`src/include/twm_map.svh`:
```
`ifndef TWM_MAP_SVH
`define TWM_MAP_SVH

// ----------------------------------------
// Register byte addresses
// ----------------------------------------
`define TWM_A_CTRL 8'h00
`define TWM_A_STAT 8'h04
`define TWM_A_DATA 8'h08
`define TWM_A_ISTS 8'h0c
`define TWM_A_IMSK 8'h10

// ----------------------------------------
// Control register bit positions
// ----------------------------------------
`define TWM_B_DONE 7
`define TWM_B_ACKE 6
`define TWM_B_STA 5
`define TWM_B_STO 4
`define TWM_B_WC 3
`define TWM_B_EN 2
`define TWM_B_IE 0

// ----------------------------------------
// Interrupt status and mask bit positions
// ----------------------------------------
`define TWM_I_DONE 0
`define TWM_I_WC 1
`define TWM_I_LOST 2
`define TWM_I_W 3

// ----------------------------------------
// Status codes, prescaler bits taken as zero
// ----------------------------------------
`define TWM_ST_START 8'h08
`define TWM_ST_RSTART 8'h10
`define TWM_ST_AW_ACK 8'h18
`define TWM_ST_AW_NACK 8'h20
`define TWM_ST_D_ACK 8'h28
`define TWM_ST_D_NACK 8'h30
`define TWM_ST_LOST 8'h38
`define TWM_ST_AR_ACK 8'h40
`define TWM_ST_AR_NACK 8'h48
`define TWM_ST_IDLE 8'hf8

// ----------------------------------------
// Reset values
// ----------------------------------------
`define TWM_CTRL_RST 8'h00
`define TWM_STAT_RST 8'hf8
`define TWM_DATA_RST 8'hff

// ----------------------------------------
// Timing
// ----------------------------------------
`define TWM_CLK_NS 50
`define TWM_QTR_NS 2500
`define TWM_QTR_CYC ((`TWM_QTR_NS + `TWM_CLK_NS - 1) / `TWM_CLK_NS)

`endif

```
`src/include/twm_pkg.sv`:
```
package twm_pkg;

  typedef enum logic [1:0] {
    TWM_OP_START = 2'b00,
    TWM_OP_BYTE = 2'b01,
    TWM_OP_STOP = 2'b10
  } twm_op_t;

  typedef enum logic [1:0] {
    TWM_S_IDLE = 2'b00,
    TWM_S_WAIT = 2'b01,
    TWM_S_RUN = 2'b11,
    TWM_S_HOLD = 2'b10
  } twm_state_t;

  typedef enum logic [1:0] {
    TWM_P0 = 2'b00,
    TWM_P1 = 2'b01,
    TWM_P2 = 2'b11,
    TWM_P3 = 2'b10
  } twm_phase_t;

endpackage : twm_pkg

```
`src/include/twm_eng_if.sv`:
```
`timescale 1ns/1ps
`default_nettype none

interface twm_eng_if;
  logic go;
  twm_pkg::twm_op_t op;
  logic [7:0] tx_byte;
  logic en;
  logic done;
  logic nack;
  logic lost;
  logic busy;

  modport ctl (output go, op, tx_byte, en, input done, nack, lost, busy);
  modport eng (input go, op, tx_byte, en, output done, nack, lost, busy);
endinterface : twm_eng_if

`default_nettype wire

```
`src/rtl/twm_bit_engine.sv`:
```
`timescale 1ns/1ps
`default_nettype none
`include "twm_map.svh"

module twm_bit_engine #(
  parameter int QTR_CYC = `TWM_QTR_CYC
) (
  // System
  input wire logic clk,
  input wire logic rst,
  input wire logic ce,
  // Bus lines
  input wire logic scl_in,
  input wire logic sda_in,
  output logic scl_oe,
  output logic sda_oe,
  // Controller side
  twm_eng_if.eng eng
);
  localparam int CW = $clog2(QTR_CYC + 1);
  localparam logic [CW-1:0] CNT_LAST = CW'(QTR_CYC - 1);

  logic [1:0] scl_s;
  logic [1:0] sda_s;
  logic scl_prev;
  logic sda_prev;
  logic busy;
  logic act;
  logic done;
  logic nack;
  logic lost;
  logic [CW-1:0] cnt;
  logic [3:0] bitn;
  logic [7:0] sh;
  twm_pkg::twm_op_t op_q;
  twm_pkg::twm_phase_t ph;
  logic tick;
  logic stall;

  // ----------------------------------------
  // Pin synchronisers and bus-free watch
  // ----------------------------------------
  always_ff @(posedge clk) begin
    if (rst) begin
      scl_s <= 2'h3;
      sda_s <= 2'h3;
      scl_prev <= 1'b1;
      sda_prev <= 1'b1;
    end else if (ce) begin
      scl_s <= {scl_s[0], scl_in};
      sda_s <= {sda_s[0], sda_in};
      scl_prev <= scl_s[1];
      sda_prev <= sda_s[1];
    end
  end

  // Any START on the wire marks the bus busy, any STOP frees it
  always_ff @(posedge clk) begin
    if (rst) begin
      busy <= 1'b0;
    end else if (ce) begin
      if (scl_prev && scl_s[1] && sda_prev && !sda_s[1]) begin
        busy <= 1'b1;
      end else if (scl_prev && scl_s[1] && !sda_prev && sda_s[1]) begin
        busy <= 1'b0;
      end
    end
  end

  // ----------------------------------------
  // Quarter-bit sequencer
  // ----------------------------------------
  assign tick = (cnt == CNT_LAST);
  // A slave holding the clock low stretches the high phase
  assign stall = (ph == twm_pkg::TWM_P2) && !scl_s[1];

  always_ff @(posedge clk) begin
    if (rst) begin
      act <= 1'b0;
      ph <= twm_pkg::TWM_P0;
      cnt <= '0;
      bitn <= 4'h0;
      sh <= 8'h00;
      op_q <= twm_pkg::TWM_OP_START;
      scl_oe <= 1'b0;
      sda_oe <= 1'b0;
      done <= 1'b0;
      nack <= 1'b0;
      lost <= 1'b0;
    end else if (ce) begin
      done <= 1'b0;
      if (!eng.en) begin
        act <= 1'b0;
        scl_oe <= 1'b0;
        sda_oe <= 1'b0;
      end else if (eng.go && !act) begin
        act <= 1'b1;
        ph <= twm_pkg::TWM_P0;
        cnt <= '0;
        bitn <= 4'h0;
        sh <= eng.tx_byte;
        op_q <= eng.op;
        nack <= 1'b0;
        lost <= 1'b0;
      end else if (act && !stall) begin
        if (!tick) begin
          cnt <= cnt + 1'b1;
        end else begin
          cnt <= '0;
          case (ph)
            twm_pkg::TWM_P0: begin
              ph <= twm_pkg::TWM_P1;
              case (op_q)
                twm_pkg::TWM_OP_START: sda_oe <= 1'b0;
                twm_pkg::TWM_OP_STOP: sda_oe <= 1'b1;
                default: sda_oe <= (bitn == 4'h8) ? 1'b0 : !sh[7];
              endcase
            end
            twm_pkg::TWM_P1: begin
              ph <= twm_pkg::TWM_P2;
              scl_oe <= 1'b0;
            end
            twm_pkg::TWM_P2: begin
              ph <= twm_pkg::TWM_P3;
              case (op_q)
                twm_pkg::TWM_OP_START: sda_oe <= 1'b1;
                twm_pkg::TWM_OP_STOP: sda_oe <= 1'b0;
                default: begin
                  if (bitn == 4'h8) begin
                    nack <= sda_s[1];
                  end else if (!sda_oe && !sda_s[1]) begin
                    lost <= 1'b1;
                    act <= 1'b0;
                    done <= 1'b1;
                  end
                end
              endcase
            end
            twm_pkg::TWM_P3: begin
              ph <= twm_pkg::TWM_P0;
              if (op_q == twm_pkg::TWM_OP_STOP) begin
                act <= 1'b0;
                done <= 1'b1;
              end else begin
                // Clock stays low after a byte: the transfer is held
                scl_oe <= 1'b1;
                if (op_q == twm_pkg::TWM_OP_START || bitn == 4'h8) begin
                  act <= 1'b0;
                  done <= 1'b1;
                end else begin
                  bitn <= bitn + 1'b1;
                  sh <= {sh[6:0], 1'b0};
                end
              end
            end
            default: ph <= twm_pkg::TWM_P0;
          endcase
        end
      end
    end
  end

  assign eng.done = done;
  assign eng.nack = nack;
  assign eng.lost = lost;
  assign eng.busy = busy;

endmodule : twm_bit_engine

`default_nettype wire

```
`src/rtl/twm_master.sv`:
```
`timescale 1ns/1ps
`default_nettype none
`include "twm_map.svh"

// Notes on behaviour
// START first; address direction picks the mode
// Software masks prescaler bits before comparing
// START request: flag, start, enable written one
// START waits until the bus is free
// After START: flag set, code 08
// Load address byte, then clear flag
// Address sent: flag set, code 18/20/38
// Data write with flag low: dropped, collision
// Transfer suspended while the flag is set
// STOP request: flag, stop, enable written one
// Repeated START: flag, start, enable written one
// Repeated START keeps the bus owned
// At 08, cleared flag sends address byte
// Read bit after 10 selects receive mode
// At 18/20: byte, rSTART, STOP, STOP+START
// Stop request bit self-clears once sent
// At 28, cleared flag sends next byte
// At 38: release bus, or queue START
// Open-drain lines; acknowledge on ninth clock
module twm_master #(
  parameter int QTR_CYC = `TWM_QTR_CYC
) (
  // Clock, reset, enable
  input wire logic CLK_SYS,
  input wire logic RST,
  input wire logic CE,
  // APB slave
  input wire logic [7:0] PADDR,
  input wire logic PSEL,
  input wire logic PENABLE,
  input wire logic PWRITE,
  input wire logic [31:0] PWDATA,
  output logic [31:0] PRDATA,
  output logic PREADY,
  output logic PSLVERR,
  // Interrupt
  output logic IRQ,
  // Two-wire bus
  input wire logic SCL_I,
  output logic SCL_O,
  output logic SCL_OE,
  input wire logic SDA_I,
  output logic SDA_O,
  output logic SDA_OE
);
  twm_eng_if eng ();

  // ----------------------------------------
  // Register state
  // ----------------------------------------
  logic flag;
  logic acke;
  logic sta;
  logic sto;
  logic wc;
  logic en;
  logic ie;
  logic [7:0] code;
  logic [1:0] presc;
  logic [7:0] data;
  logic [`TWM_I_W-1:0] ists;
  logic [`TWM_I_W-1:0] imsk;

  // ----------------------------------------
  // Sequencing state
  // ----------------------------------------
  twm_pkg::twm_state_t state;
  twm_pkg::twm_op_t op;
  logic go;
  logic owner;
  logic addr_phase;
  logic mode_rx;
  logic pend_start;
  logic set_flag;
  logic sto_clr;

  // ----------------------------------------
  // Bus decode
  // ----------------------------------------
  function automatic logic hit(input logic [7:0] a, input logic [7:0] off);
    hit = (a == off);
  endfunction : hit

  logic wr;
  logic wr_ctrl;
  logic wr_stat;
  logic wr_data;
  logic wr_ists;
  logic wr_imsk;
  logic mapped;
  logic go_cmd;
  logic [7:0] ctrl_rd;
  logic [31:0] rd_mux;

  assign wr = PSEL && PENABLE && PWRITE && CE;
  assign wr_ctrl = wr && hit(PADDR, `TWM_A_CTRL);
  assign wr_stat = wr && hit(PADDR, `TWM_A_STAT);
  assign wr_data = wr && hit(PADDR, `TWM_A_DATA);
  assign wr_ists = wr && hit(PADDR, `TWM_A_ISTS);
  assign wr_imsk = wr && hit(PADDR, `TWM_A_IMSK);
  assign mapped = hit(PADDR, `TWM_A_CTRL) || hit(PADDR, `TWM_A_STAT)
    || hit(PADDR, `TWM_A_DATA) || hit(PADDR, `TWM_A_ISTS)
    || hit(PADDR, `TWM_A_IMSK);
  // Writing one to the flag with enable set resumes the sequencer
  assign go_cmd = wr_ctrl && PWDATA[`TWM_B_DONE] && PWDATA[`TWM_B_EN];

  // No wait states; a frozen block holds the master off
  assign PREADY = CE;
  assign PSLVERR = PSEL && PENABLE && !mapped;

  assign ctrl_rd = {flag, acke, sta, sto, wc, en, 1'b0, ie};

  always_comb begin
    rd_mux = 32'h0000_0000;
    if (hit(PADDR, `TWM_A_CTRL)) begin
      rd_mux[7:0] = ctrl_rd;
    end else if (hit(PADDR, `TWM_A_STAT)) begin
      // Code sits in the upper bits so masking the prescaler leaves it intact
      rd_mux[7:0] = code | {6'h00, presc};
    end else if (hit(PADDR, `TWM_A_DATA)) begin
      rd_mux[7:0] = data;
    end else if (hit(PADDR, `TWM_A_ISTS)) begin
      rd_mux[`TWM_I_W-1:0] = ists;
    end else if (hit(PADDR, `TWM_A_IMSK)) begin
      rd_mux[`TWM_I_W-1:0] = imsk;
    end
  end

  // Read data is captured in the setup phase so it stands registered
  always_ff @(posedge CLK_SYS) begin
    if (RST) begin
      PRDATA <= 32'h0000_0000;
    end else if (CE && PSEL && !PENABLE) begin
      PRDATA <= rd_mux;
    end
  end

  // ----------------------------------------
  // Control register
  // ----------------------------------------
  localparam logic [7:0] CTRL_RST = `TWM_CTRL_RST;

  always_ff @(posedge CLK_SYS) begin
    if (RST) begin
      flag <= CTRL_RST[`TWM_B_DONE];
    end else if (CE) begin
      if (set_flag) begin
        flag <= 1'b1;
      end else if (wr_ctrl && PWDATA[`TWM_B_DONE]) begin
        flag <= 1'b0;
      end
    end
  end

  always_ff @(posedge CLK_SYS) begin
    if (RST) begin
      acke <= 1'b0;
      sta <= 1'b0;
      en <= 1'b0;
      ie <= 1'b0;
    end else if (CE && wr_ctrl) begin
      acke <= PWDATA[`TWM_B_ACKE];
      sta <= PWDATA[`TWM_B_STA];
      en <= PWDATA[`TWM_B_EN];
      ie <= PWDATA[`TWM_B_IE];
    end
  end

  // A software write lands after the hardware clear of the same cycle
  always_ff @(posedge CLK_SYS) begin
    if (RST) begin
      sto <= 1'b0;
    end else if (CE) begin
      if (wr_ctrl) begin
        sto <= PWDATA[`TWM_B_STO];
      end else if (sto_clr) begin
        sto <= 1'b0;
      end
    end
  end

  always_ff @(posedge CLK_SYS) begin
    if (RST) begin
      wc <= 1'b0;
    end else if (CE) begin
      if (wr_data && !flag) begin
        wc <= 1'b1;
      end else if (wr_data) begin
        wc <= 1'b0;
      end
    end
  end

  // ----------------------------------------
  // Data and status registers
  // ----------------------------------------
  always_ff @(posedge CLK_SYS) begin
    if (RST) begin
      data <= `TWM_DATA_RST;
    end else if (CE && wr_data && flag) begin
      data <= PWDATA[7:0];
    end
  end

  always_ff @(posedge CLK_SYS) begin
    if (RST) begin
      presc <= 2'h0;
    end else if (CE && wr_stat) begin
      presc <= PWDATA[1:0];
    end
  end

  // ----------------------------------------
  // Interrupts
  // ----------------------------------------
  always_ff @(posedge CLK_SYS) begin
    if (RST) begin
      ists <= '0;
      imsk <= '0;
    end else if (CE) begin
      for (int i = 0; i < `TWM_I_W; i++) begin
        if (wr_ists && PWDATA[i]) begin
          ists[i] <= 1'b0;
        end
      end
      if (set_flag) begin
        ists[`TWM_I_DONE] <= 1'b1;
      end
      if (wr_data && !flag) begin
        ists[`TWM_I_WC] <= 1'b1;
      end
      if (eng.done && eng.lost) begin
        ists[`TWM_I_LOST] <= 1'b1;
      end
      if (wr_imsk) begin
        imsk <= PWDATA[`TWM_I_W-1:0];
      end
    end
  end

  assign IRQ = |(ists & imsk);

  // ----------------------------------------
  // Transfer sequencer
  // ----------------------------------------
  always_ff @(posedge CLK_SYS) begin
    if (RST) begin
      state <= twm_pkg::TWM_S_IDLE;
      op <= twm_pkg::TWM_OP_START;
      go <= 1'b0;
      owner <= 1'b0;
      addr_phase <= 1'b0;
      mode_rx <= 1'b0;
      pend_start <= 1'b0;
      set_flag <= 1'b0;
      sto_clr <= 1'b0;
      code <= `TWM_STAT_RST;
    end else if (CE) begin
      go <= 1'b0;
      set_flag <= 1'b0;
      sto_clr <= 1'b0;
      // The enable written with a START lands in this same cycle, so the
      // registered enable alone would drop that first START
      if (!en && !go_cmd) begin
        state <= twm_pkg::TWM_S_IDLE;
        owner <= 1'b0;
        pend_start <= 1'b0;
      end else begin
        case (state)
          twm_pkg::TWM_S_IDLE: begin
            if (go_cmd && PWDATA[`TWM_B_STA]) begin
              state <= twm_pkg::TWM_S_WAIT;
            end
          end
          twm_pkg::TWM_S_WAIT: begin
            if (!eng.busy) begin
              op <= twm_pkg::TWM_OP_START;
              go <= 1'b1;
              pend_start <= 1'b0;
              state <= twm_pkg::TWM_S_RUN;
            end
          end
          twm_pkg::TWM_S_RUN: begin
            if (eng.done) begin
              case (op)
                twm_pkg::TWM_OP_START: begin
                  code <= owner ? `TWM_ST_RSTART : `TWM_ST_START;
                  owner <= 1'b1;
                  addr_phase <= 1'b1;
                  mode_rx <= 1'b0;
                  set_flag <= 1'b1;
                  state <= twm_pkg::TWM_S_HOLD;
                end
                twm_pkg::TWM_OP_STOP: begin
                  code <= `TWM_ST_IDLE;
                  owner <= 1'b0;
                  sto_clr <= 1'b1;
                  state <= pend_start ? twm_pkg::TWM_S_WAIT : twm_pkg::TWM_S_IDLE;
                end
                default: begin
                  addr_phase <= 1'b0;
                  set_flag <= 1'b1;
                  state <= twm_pkg::TWM_S_HOLD;
                  if (eng.lost) begin
                    code <= `TWM_ST_LOST;
                    owner <= 1'b0;
                  end else if (addr_phase && data[0]) begin
                    code <= eng.nack ? `TWM_ST_AR_NACK : `TWM_ST_AR_ACK;
                    mode_rx <= 1'b1;
                  end else if (addr_phase) begin
                    code <= eng.nack ? `TWM_ST_AW_NACK : `TWM_ST_AW_ACK;
                  end else begin
                    code <= eng.nack ? `TWM_ST_D_NACK : `TWM_ST_D_ACK;
                  end
                end
              endcase
            end
          end
          twm_pkg::TWM_S_HOLD: begin
            if (go_cmd) begin
              if (code == `TWM_ST_LOST) begin
                // Lines are already released; a START is queued for a free bus
                state <= PWDATA[`TWM_B_STA] ? twm_pkg::TWM_S_WAIT : twm_pkg::TWM_S_IDLE;
              end else if (PWDATA[`TWM_B_STO]) begin
                op <= twm_pkg::TWM_OP_STOP;
                go <= 1'b1;
                pend_start <= PWDATA[`TWM_B_STA];
                state <= twm_pkg::TWM_S_RUN;
              end else if (PWDATA[`TWM_B_STA]) begin
                op <= twm_pkg::TWM_OP_START;
                go <= 1'b1;
                state <= twm_pkg::TWM_S_RUN;
              end else if (!mode_rx) begin
                // Address byte after a START, data byte otherwise
                op <= twm_pkg::TWM_OP_BYTE;
                go <= 1'b1;
                state <= twm_pkg::TWM_S_RUN;
              end
              // Receive-mode byte transfers are not sequenced here
            end
          end
          default: state <= twm_pkg::TWM_S_IDLE;
        endcase
      end
    end
  end

  assign eng.go = go;
  assign eng.op = op;
  assign eng.tx_byte = data;
  assign eng.en = en;

  // ----------------------------------------
  // Bit engine and pins
  // ----------------------------------------
  twm_bit_engine #(
    .QTR_CYC(QTR_CYC)
  ) u_engine (
    .clk(CLK_SYS),
    .rst(RST),
    .ce(CE),
    .scl_in(SCL_I),
    .sda_in(SDA_I),
    .scl_oe(SCL_OE),
    .sda_oe(SDA_OE),
    .eng(eng.eng)
  );

  // Open-drain: only ever pull low or let go
  assign SCL_O = 1'b0;
  assign SDA_O = 1'b0;

endmodule : twm_master

`default_nettype wire

```
`config.mk`:
```
export PLATFORM = sky130hd
export DESIGN_NAME = twm_master
export DESIGN_NICKNAME = d
export VERILOG_FILES = /design/src/include/twm_pkg.sv /design/src/include/twm_eng_if.sv /design/src/rtl/twm_bit_engine.sv /design/src/rtl/twm_master.sv
export VERILOG_INCLUDE_DIRS = /design/src /design/src/include
export SDC_FILE = /design/constraint.sdc
export NUM_CORES = 1
export LEC_CHECK = 0
export BUFFER_PORTS_ARGS = -buffer_cell sky130_fd_sc_hd__buf_4
export CAP_MARGIN = 20
export CORE_AREA = 3 3 94 96
export DETAILED_ROUTE_END_ITERATION = 10
export DIE_AREA = 0 0 97 99
export PLACE_DENSITY = 0.84
export SLEW_MARGIN = 20
export SYNTH_ARGS = -nofsm -noshare
export SYNTH_HDL_FRONTEND = slang
export SYNTH_HIERARCHICAL = 1
export SYNTH_SLANG_ARGS = --single-unit
```
`constraint.sdc`:
```
create_clock -name CLK_SYS -period 3 [get_ports CLK_SYS]
set_input_delay 0 -clock CLK_SYS [delete_from_list [all_inputs] [get_ports CLK_SYS]]
set_output_delay 0 -clock CLK_SYS [all_outputs]
set_load 0.05 [all_outputs]
```
Word level (Yosys, flattened, before mapping)
Cells that the tools add are included.

Register bits after elaboration: 85. Input port bits: 48. Word-level logic and storage cells: 337.

Add/sub/neg operators: 2. Equal/unequal tests: 45. Mux-type cells: 145. Bitwise logic cells: 4. Reductions and logical operators: 101.

Operators with widths (count): two-way mux 1 bit (83); two-way mux 8 bit (8); two-way mux 2 bit (19); logical AND 1 bit (34); nonzero test 2 bit (17); two-way mux 6 bit (5); two-way mux 4 bit (7); AND reduction 7 bit (4); AND reduction 6 bit (4); one-hot mux 1 bit (2 select lines) (11); inequality test 4 bit, second input constant (5); inequality test 3 bit, second input constant (6); equality test 8 x 4 -> 1 bit, second input constant (2); one-hot mux 2 bit (4 select lines) (2); one-hot mux 8 bit (2 select lines) (1); AND reduction 2 bit (8); AND reduction 8 bit (2); two-way mux 5 bit (3); two-way mux 7 bit (2); equality test 2 bit, second input constant (6); zero test 1 bit (12); inequality test 2 x 1 -> 1 bit, second input constant (6); inequality test 3 x 1 -> 1 bit, second input constant (4); AND reduction 4 bit (3); other kinds (27) (43).

Longest topological paths before layout
Gate-level depths: netlist of the first run.

Word-level depth: 10. Depth in mapped cells: 8. Gate-level depth less buffers: 7.

Cells and area by module
The synthesis of the first run kept the hierarchy.

Modules (own cells, without submodules): twm_master (times used 1, cells each 336, area each 2626.3 µm²); twm_bit_engine (times used 1, cells each 205, area each 1841.8 µm²).

Least setup slack after synthesis of the first run
OpenSTA, ideal clock, no wires.

Path type: input -> register. Start: input PADDR[1]. End: register mode_rx. Data arrival time: 2.021 ns. Setup slack: 0.861 ns. Stages: 7. Buffers on the path: 2. Cells stage by stage: or4_4 o41a_1 buf_6 or2_1 clkbuf_2 or3_1 a32o_1.

Cells in the longest elaborated chain, start to end: 8.

RTL lines: start, declared (line twm_master.sv:33) `input wire logic [7:0] PADDR,`; zero test 8 bit (line twm_master.sv:86) `hit = (a == off);`; logical AND 1 bit (line twm_master.sv:101) `` assign wr_ctrl = wr && hit(PADDR, `TWM_A_CTRL); ``; logical AND 1 bit (2 in a row) (line twm_master.sv:110) `` assign go_cmd = wr_ctrl && PWDATA[`TWM_B_DONE] && PWDATA[`TWM_B_EN]; ``; zero test 1 bit (line twm_master.sv:269) `if (!en && !go_cmd) begin`; logical AND 1 bit (line twm_master.sv:269); inverter 1 bit (no line); AND reduction 7 bit (no line); end signal, assigned (line twm_master.sv:258) `mode_rx <= 1'b0;`; end signal, assigned (line twm_master.sv:295) `mode_rx <= 1'b0;`; end signal, assigned (line twm_master.sv:314) `mode_rx <= 1'b1;`; end, declared (line twm_master.sv:77) `logic mode_rx;`.

Every way passes these cells. A chain may end at the register's enable or synchronous reset.

Worst setup path after layout of the first run
Start: input PWDATA[2]. End: register mode_rx.

Cells in the longest elaborated chain, start to end: 5.

RTL lines: start, declared (line twm_master.sv:37) `input wire logic [31:0] PWDATA,`; logical AND 1 bit (line twm_master.sv:110); zero test 1 bit (line twm_master.sv:269); logical AND 1 bit (line twm_master.sv:269); inverter 1 bit (no line); AND reduction 7 bit (no line).

Every way passes these cells.

==> results of run 1 <==
==> per-stage QoR <==
stage	instance area (µm²)	util, %	cells
global route	4930	60.6	679
floorplan	4560	-	566
global placement	4650	57.1	653
CTS	4930	60.6	679
finish	4930	60.6	679
detailed placement	4650	57.1	653
==> power breakdown <==
part           internal [µW]  switching (µW)
sequential              1090            6.20
combinational           57.8             156
clock                    333             441
==> critical path, cell delays in order <==
cell and delay [ps]:
dlygate4sd3_1 550, buf_4 140, or4bb_1 530, o41a_1 480
or2_1 350, or3_1 360, a32o_1 270
==> what timing repair did <==
item | CTS | global route
hold endpoints to repair | 23 | 0
resized for setup | 0 | 0
hold buffers | 10 | 0
==> final timing paths <==
kind | from | to | slack, ps | depth (start not counted)
hold reg to reg | u_engine/sh[0]$_SDFFE_PP0P_ | u_engine/sh[0]$_SDFFE_PP0P_ | 460 | 2
hold / removal | PADDR[5] | imsk[1]$_SDFFE_PP0P_ | 80 | 4
setup reg to reg | en$_SDFFE_PP0P_ | u_engine/sh[2]$_SDFFE_PP0P_ | 940 | 4
setup / recovery | PWDATA[2] | mode_rx$_SDFFE_PP0P_ | 570 | 7
==> synthesized netlist by cell type (4+ instances only) <==
cell and count:
dfxtp_1 82, nand2_1 70, nor2_1 44, buf_4 30
nand3_1 30, a21oi_1 27, mux2i_1 26, clkbuf_1 20
a211oi_1 18, inv_1 18, o21ai_0 16, a22oi_1 9
ha_1 9, nand2b_1 9, nor4_1 7, o211ai_1 7
a31oi_1 6, nor3_1 6, xnor2_1 6, and3_1 5
nand4_1 5, nor2b_1 5, buf_2 4, o221ai_1 4
o31ai_1 4, or3_1 4
==> cells by family after synthesis <==
group | after synthesis | synth area share [%]
buffers and inverters | 76 | 9.21
multiplexers | 28 | 6.33
XOR/XNOR | 6 | 1.18
flip-flops | 82 | 36.7
AND/OR/NAND/NOR | 221 | 25.5
adder cells (fa/ha/maj) | 9 | 2.52
other | 1 | 0.0839
AO/OA/AOI/OAI | 118 | 18.4
==> per-layer routing <==
| metal | track usage, % | vias to the layer above | wire length (µm) |
|---|---|---|---|
| met5 | 0 | - | 0 |
| met4 | 8.10 | 0 | 174 |
| met3 | 3.89 | 22 | 882 |
| met2 | 37.7 | 222 | 5250 |
| met1 | 29.1 | 1908 | 4530 |
| li1 | - | 1953 | - |
==> sequential cells by signal (all words and copies together), names as in the netlist, 3 cells and up <==
signal,flops
PRDATA,8
code,5
data,8
imsk,3
ists,3
u_engine/bitn,4
u_engine/cnt,6
u_engine/sh,8
==> area by class of cell <==
cell class	count	area share, %
sequential	82	33.3
timing repair buffer	49	7.97
clock inverter	6	0.989
multi-input combinational	408	50.9
clock buffer	10	2.79
tap	105	2.66
inverter	19	1.45
==> run summary, run 1 <==
Status = complete, no violations
Critical Path RT = 3240 ps
Hold Crit Class = primary input to register
Vias/cell = 6.05
Reg area = 0.00164 mm²
Worst Tran Pin Value = 871 ps
Register area share after synthesis = 36.7%
Clk buf depth = 2
Top FF cell, synth = dfxtp_1
# DRC = 0
Fin. Hold Viols = 0
Area growth syn-to-layout = 10.4%
Congestion Overflow GR = 0
Fraction of layout cells with a size suffix above 1 = 12.4%
Post-Place Setup Slack = 671 ps
Commonest non-fill, non-tap cell in the layout = dfxtp_1
Die area = 0.00960 mm²
Nets = 626
Clock transition at path regs = 100 ps
CTS sink cnt = 82
Peak supply drop = 0.215 mV
Total negative setup slack = 0 ps
PD cells = 423 mW/mm²
Crit path launch type = primary input
Core ar. = 0.00813 mm²
# rows = 33
Synth top area cells = dfxtp_1, nand2_1, mux2i_1
Mapped Cells = 541
Crit Path Class = primary input to register
H-Tree Depth = 3
WL final = 10800 µm
Final worst slack = 572 ps
Starting Density = 54.9%
Element type at the critical path end = register
Initial DRC count = 301
Synth top area share = 36.7%
Fill count = 676
Final Critical Period = 2430 ps
Multi-input logic area = 0.00251 mm²
DR pass1 iterations = 5
Routed Antenna Nets = 0
P_leak = 0.00185 µW
Die Y = 99 µm
Final Hold Slack = 81.9 ps
Mapped Area = 0.00447 mm²
Largest net degree at the start of global routing = 58
Cell taking the most area after synthesis = dfxtp_1
Relative slew slack = 41.4%
Avg WL per Cell = 16.0 µm
Worst-Skew Late Latency = 350 ps
Mapped Avg Cell Area = 8.26 µm²
CTS tree = done
Routability cong. = 0.912
IO Pins = 87
Final setup fails = 0
Final Power = 2090 µW
Syn. warnings = 6
Via count = 4105
Max Clock Freq = 412 MHz
Number of synthesized flops with an enable pin = 0
CP max FO = 9
Final Skew = 13.5 ps
Cell variety after synth = 77
Number of antenna diodes = 0
TritonCTS Buffers = 9
Vias in the first global route = 3819
PortBufs = 36
Initial antenna violation count = 0
Setup repair bufs after CTS = 0
Overall Global Routing Usage = 22.4%
Crit share post-route = 80.9%
Final Max Tran Viols = 0
RSZ-0062 raised after global routing = no
Most frequent cells in the layout = dfxtp_1, nand2_1, nor2_1
Die width = 97 µm
Global-route wire length before repair = 18100 µm
Hpwl dp = 7730 µm
Worst EP arrival = 2670 ps
Root Buffer = clkbuf_8
Max cap viols = 0
Synth Register Bits = 82
Fraction of registers with async set/reset = 0%
No activity file was read; power rests on OpenSTA's default activity.
==> inputs of run 2 (changes only) <==
clock period = 2.55 ns   (was 3 ns; I/O delays follow)
==> run 2 against run 1 <==
Against the previous run:
- routed wire length rose by 2.1%
- die area is the same
- combinational power rose by 19%
- sequential power rose by 17%
- clock power increased by 37%
- final cell count rose by 1.0%
- critical path type unchanged
- critical endpoint unchanged
==> run summary, run 2 (synthesized netlist as in run 1, its figures left out) <==
Core ar. = 0.00813 mm² (unchanged)
Hpwl dp = 7590 µm (-1.9%)
Internal = 1920 µW (+29%)
Crit path launch type = primary input
H-Tree Depth = 3 (unchanged)
# DRC = 0 (unchanged)
Nets = 633 (+1.1%)
Routed Antenna Nets = 0 (unchanged)
Largest net degree at the start of global routing = 58 (unchanged)
Global-route wire length before repair = 18400 µm (+1.6%)
Starting Density = 54.9% (unchanged)
Initial antenna violation count = 0 (unchanged)
Worst EP arrival = 2500 ps (-170 ps)
Hold path depth = 3 (-1)
Crit share post-route = 88.2%
Combinational fraction of design power = 9.8% (-0.4 points)
Post-route cell area = 0.00502 mm² (+1.9%)
Final setup fails = 0 (unchanged)
Final Skew = 9.02 ps (-4.49 ps)
Switch Pwr = 692 µW (+15%)
Peak supply drop = 0.286 mV (+33%)
PD cells = 519 mW/mm² (+23%)
DP Area = 0.00470 mm² (+1.1%)
Sequential power share = 49.6% (-3.1 points)
RSZ-0062 raised after global routing = no
Die area = 0.00960 mm² (unchanged)
Critical Path RT = 2800 ps (-440 ps)
Setup repair bufs after CTS = 0 (unchanged)
Relative slew slack = 55.2% (+14 points)
Top flop regs = PRDATA (8), data (8), u_engine/sh (8)
CTS tree = done
Worst-Skew Late Latency = 350 ps (about the same)
Crit Path Class = primary input to register
Status = complete, no violations
Routability cong. = 0.884 (-3.0%)
Cell count of the worst reg-to-reg path = 5 (+1)
CTS sink cnt = 82 (unchanged)
Final Critical Period = 2250 ps
Initial DRC count = 408 (+36%)
Hold Crit Class = primary input to register
Element type at the critical path end = register
P_leak = 0.00190 µW (+3.1%)
Congestion Overflow GR = 0 (unchanged)
Clock transition at path regs = 90 ps (about the same)
Total negative setup slack = 0 ps (unchanged)
Max Clock Freq = 445 MHz
Fin. Hold Viols = 0 (unchanged)
PortBufs = 36 (unchanged)
Cts repair resizes = 0 (unchanged)
IO Pins = 87 (unchanged)
Worst Tran Pin Value = 666 ps (-205 ps)
Via count = 4132 (+0.66%)
Vias in the first global route = 3843 (+0.63%)
DR pass1 iterations = 5 (unchanged)
Clock share of power = 40.6% (+3.6 points)
Final Max Tran Viols = 0 (unchanged)
Max cap viols = 0 (unchanged)
Clk buf depth = 2 (unchanged)
WL final = 11100 µm (+2.1%)
Die Y = 99 µm (unchanged)
Die width = 97 µm (unchanged)
# rows = 33 (unchanged)
Area growth syn-to-layout = 12.4%
Overall Global Routing Usage = 22.8% (+0.39 points)
Root Buffer = clkbuf_8
Most frequent cells in the layout = dfxtp_1, nand2_1, buf_4
Avg WL per Cell = 16.1 µm (+1.0%)
Final Power = 2610 µW (+25%)
TritonCTS Buffers = 9 (unchanged)
Vias/cell = 6.02 (-0.37%)
Commonest non-fill, non-tap cell in the layout = dfxtp_1
Number of antenna diodes = 0 (unchanged)
Fraction of layout cells with a size suffix above 1 = 13.4% (+1.1 points)
CP max FO = 6 (-3)
Sw Share = 26.5% (-2.3 points)
-- run 2: final timing paths --
kind	to	slack [ps]	start
worst max-delay path	mode_rx$_SDFFE_PP0P_	300	PWDATA[2]
worst min-delay path	u_engine/sda_s[1]$_SDFFE_PP1P_	100	CE
worst max register to register	u_engine/sh[5]$_SDFFE_PP0P_	600	en$_SDFFE_PP0P_
worst min register to register	PRDATA[1]$_SDFFE_PP0P_	470	PRDATA[1]$_SDFFE_PP0P_
-- run 2: power groups by stage --
stage          registers, µW  clock network (µW)  logic, µW
2_1_floorplan           1330                   0        204
3_3_place_gp            1320                   0        233
3_5_place_dp            1320                   0        237
4_1_cts                 1290                1070        250
5_1_grt                 1300                1120        269
6_report                1290                1060        255
-- run 2: cell type report --
type	count	area, µm²
sequential	82	1640
inverter	19	71.3
clock inverter	7	101
multi-input combinational	408	2510
tap	105	131
fill	675	3110
clock buffer	9	124
timing repair buffer	56	445
-- run 2: per-stage QoR --
stage	utilization, %	setup WS [ps]	instances	hold WS (ps)
floorplan	-	411	566	124
global placement	57.8	415	660	217
detailed placement	57.8	389	660	224
CTS	61.8	354	686	79.5
global route	61.8	232	686	99.5
finish	61.8	302	686	98.4
-- run 2: timing repair --
item,in CTS,in global routing
endpoints found under the setup margin,0,0
endpoints found under the hold margin,23,0
hold buffers,10,0
-- run 2: worst max-delay path: stages --
cell and delay (ps):
dlygate4sd3_1 550, buf_4 150, or4bb_1 520, o41a_1 340, or2_1 310, or3_1 350, a32o_1 270
-- run 2: per-layer routing --
layer,share of wire [%],global-route usage (%),wire (µm),vias up
li1,-,-,-,1968
met1,42,30.2,4690,1949
met2,48,38.0,5350,193
met3,7.9,4.46,878,22
met4,1.3,6.59,143,0
met5,0,0,0,-
==> inputs of run 3 (changes only) <==
CORE_AREA = 3 3 99 101   (was 3 3 94 96)
DIE_AREA = 0 0 102 104   (was 0 0 97 99)
PLACE_DENSITY = 0.8   (was 0.84)
clock period = 1.95 ns   (was 2.55 ns; I/O delays follow)
==> run 3 against run 2 <==
Against the previous run:
- setup slack got worse by 220 ps
- cell area rose by 3.0%
- critical path type is now register to register
- combinational power rose by 34%
- via count rose by 0.63%
- flip-flop and latch count did not move
- final cell count rose by 3.2%
- power rose by 33%
==> run summary, run 3 (synthesized netlist as in run 1, its figures left out) <==
Status = complete, no violations
H-Tree Depth = 3 (unchanged)
Core ar. = 0.00911 mm² (+12%)
Crit share post-route = 96.0%
Crit path launch type = register
Final Max Tran Viols = 0 (unchanged)
Avg WL per Cell = 15.4 µm (-4.7%)
Routed Antenna Nets = 0 (unchanged)
Global-route wire length before repair = 18200 µm (-1.2%)
Nets = 650 (+2.7%)
Max cap viols = 0 (unchanged)
Commonest non-fill, non-tap cell in the layout = dfxtp_1
Clock share of power = 41.5% (+0.9 points)
Final Skew = 9.54 ps (+0.513 ps)
Final Hold Slack = 162 ps (+63.4 ps)
Via count = 4158 (+0.63%)
TritonCTS Buffers = 9 (unchanged)
Area growth syn-to-layout = 15.8%
WP depth = 5 (-2)
Root Buffer = clkbuf_8
Cell count of the worst reg-to-reg path = 5 (unchanged)
Clock transition at path regs = 80 ps (about the same)
Final Critical Period = 1870 ps
Post-Place Setup Slack = -109 ps (-497 ps)
Final worst slack = 77.3 ps (-224 ps)
WL final = 10900 µm (-1.6%)
Worst Tran Pin Value = 561 ps (-105 ps)
Initial DRC count = 239 (-41%)
Worst-Skew Late Latency = 350 ps (about the same)
R2R Path End = mode_rx$_SDFFE_PP0P_
Cell family with most CP delay = simple AND/OR/NAND/NOR gates
Final setup fails = 0 (unchanged)
Overall Global Routing Usage = 20.7% (-2.1 points)
Largest net degree at the start of global routing = 33 (-43%)
Sequential power share = 48.7% (-0.9 points)
Relative slew slack = 62.3% (+7.1 points)
Switch Pwr = 851 µW (+23%)
IO Pins = 87 (unchanged)
Sw Share = 24.5% (-2.1 points)
Crit Path Class = register to register
Worst Setup SP = state[0]$_SDFFE_PP0P_
Vias in the first global route = 3973 (+3.4%)
Element type at the critical path end = register
Buffers plus inverters on the worst setup path = 0 (-2)
Fin. Hold Viols = 0 (unchanged)
P_leak = 0.00200 µW (+4.9%)
Crit path largest cell delay = 420 ps (-130 ps)
Clk buf depth = 2 (unchanged)
Critical Path RT = 2190 ps (-610 ps)
Worst Setup EP = mode_rx$_SDFFE_PP0P_
Hold Crit Class = primary input to register
RSZ-0062 raised after global routing = no
PortBufs = 36 (unchanged)
Die Y = 104 µm (+5.1%)
Hpwl dp = 7960 µm (+5.0%)
CP max FO = 5 (-1)
# rows = 35 (+6.1%)
Most frequent cells in the layout = dfxtp_1, nand2_1, buf_4
Top flop regs = PRDATA (8), data (8), u_engine/sh (8)
Congestion Overflow GR = 0 (unchanged)
Routability cong. = 0.892 (+0.88%)
CTS tree = done
CP cell instances = ha_1, nand3_1, or2_1, or3_1, a32o_1
Peak supply drop = 0.320 mV (+12%)
CTS sink cnt = 82 (unchanged)
Max Clock Freq = 534 MHz
Reg2reg start = state[0]$_SDFFE_PP0P_
Starting Density = 49.1% (-5.9 points)
DR pass1 iterations = 5 (unchanged)
# DRC = 0 (unchanged)
Initial antenna violation count = 0 (unchanged)
Combinational fraction of design power = 9.8% (about the same)
PD cells = 672 mW/mm² (+29%)
R2R setup slack = 80 ps (-520 ps)
Worst EP arrival = 2110 ps (-390 ps)
Fraction of layout cells with a size suffix above 1 = 15.7% (+2.3 points)
Number of antenna diodes = 0 (unchanged)
Die width = 102 µm (+5.2%)
Die area = 0.0106 mm² (+10%)
Fill count = 807 (+20%)
Vias/cell = 5.87 (-2.5%)
Internal = 2630 µW (+37%)
Slowest cell on crit path = dfxtp_1
[run 3: worst min path at each step]
| stage | start | end | slack (ps) | cells past startpoint |
|---|---|---|---|---|
| floorplan | PWDATA[0] | data[0]$_SDFFE_PP1P_ | 120 | 2 |
| global placement | SCL_I | u_engine/scl_s[0]$_SDFFE_PP1P_ | 220 | 3 |
| detailed placement | SDA_I | u_engine/sda_s[0]$_SDFFE_PP1P_ | 220 | 3 |
| CTS | PADDR[5] | imsk[0]$_SDFFE_PP0P_ | 140 | 5 |
| global route | PADDR[5] | imsk[2]$_SDFFE_PP0P_ | 170 | 5 |
| finish | PADDR[5] | imsk[1]$_SDFFE_PP0P_ | 160 | 5 |
[run 3: routing by layer]
layer	wire length [µm]	track usage (%)
met1	4770	27.7
met2	5220	33.2
met3	687	3.15
met4	193	7.78
met5	0	0
[run 3: cell type report]
| cell class | count | area, µm² | area share (%) |
|---|---|---|---|
| clock inverters | 5 | 104 | 2.01 |
| well taps | 111 | 139 | 2.68 |
| multi-input cells | 408 | 2510 | 48.6 |
| flip-flops and latches | 82 | 1640 | 31.7 |
| repair buffers | 73 | 576 | 11.1 |
| clock buffers | 10 | 128 | 2.47 |
| inverters | 19 | 71.3 | 1.38 |
[run 3: power groups by stage]
stage	clock (µW)	sequential, µW	combinational [µW]
6_report	1440	1690	342
2_1_floorplan	0	1730	266
4_1_cts	1460	1690	338
3_3_place_gp	0	1730	316
5_1_grt	1520	1700	367
3_5_place_dp	0	1730	320
[run 3: per-stage QoR]
stage               total power [µW]  std cells  TNS, ps  area (µm²)  util, %
floorplan                       2000        566     -206        4560        -
global placement                2050        681     -235        4820     52.9
detailed placement              2050        681     -189        4820     52.9
CTS                             3490        707        0        5160     56.6
global route                    3590        708        0        5170     56.8
finish                          3480        708        0        5170     56.8
[run 3: what timing repair did]
item                                    4_1_cts  5_1_grt
buffers inserted                              0        1
gates resized for setup                       0        2
hold buffers                                 11        0
endpoints found under the setup margin        0        1
hold endpoints to repair                     22        0
[run 3: worst reg2reg max path: stages (launching register included)]
cell and delay (ps):
dfxtp_1 420, ha_1 290, nand3_1 180, or2_1 270, or3_1 340, a32o_1 270
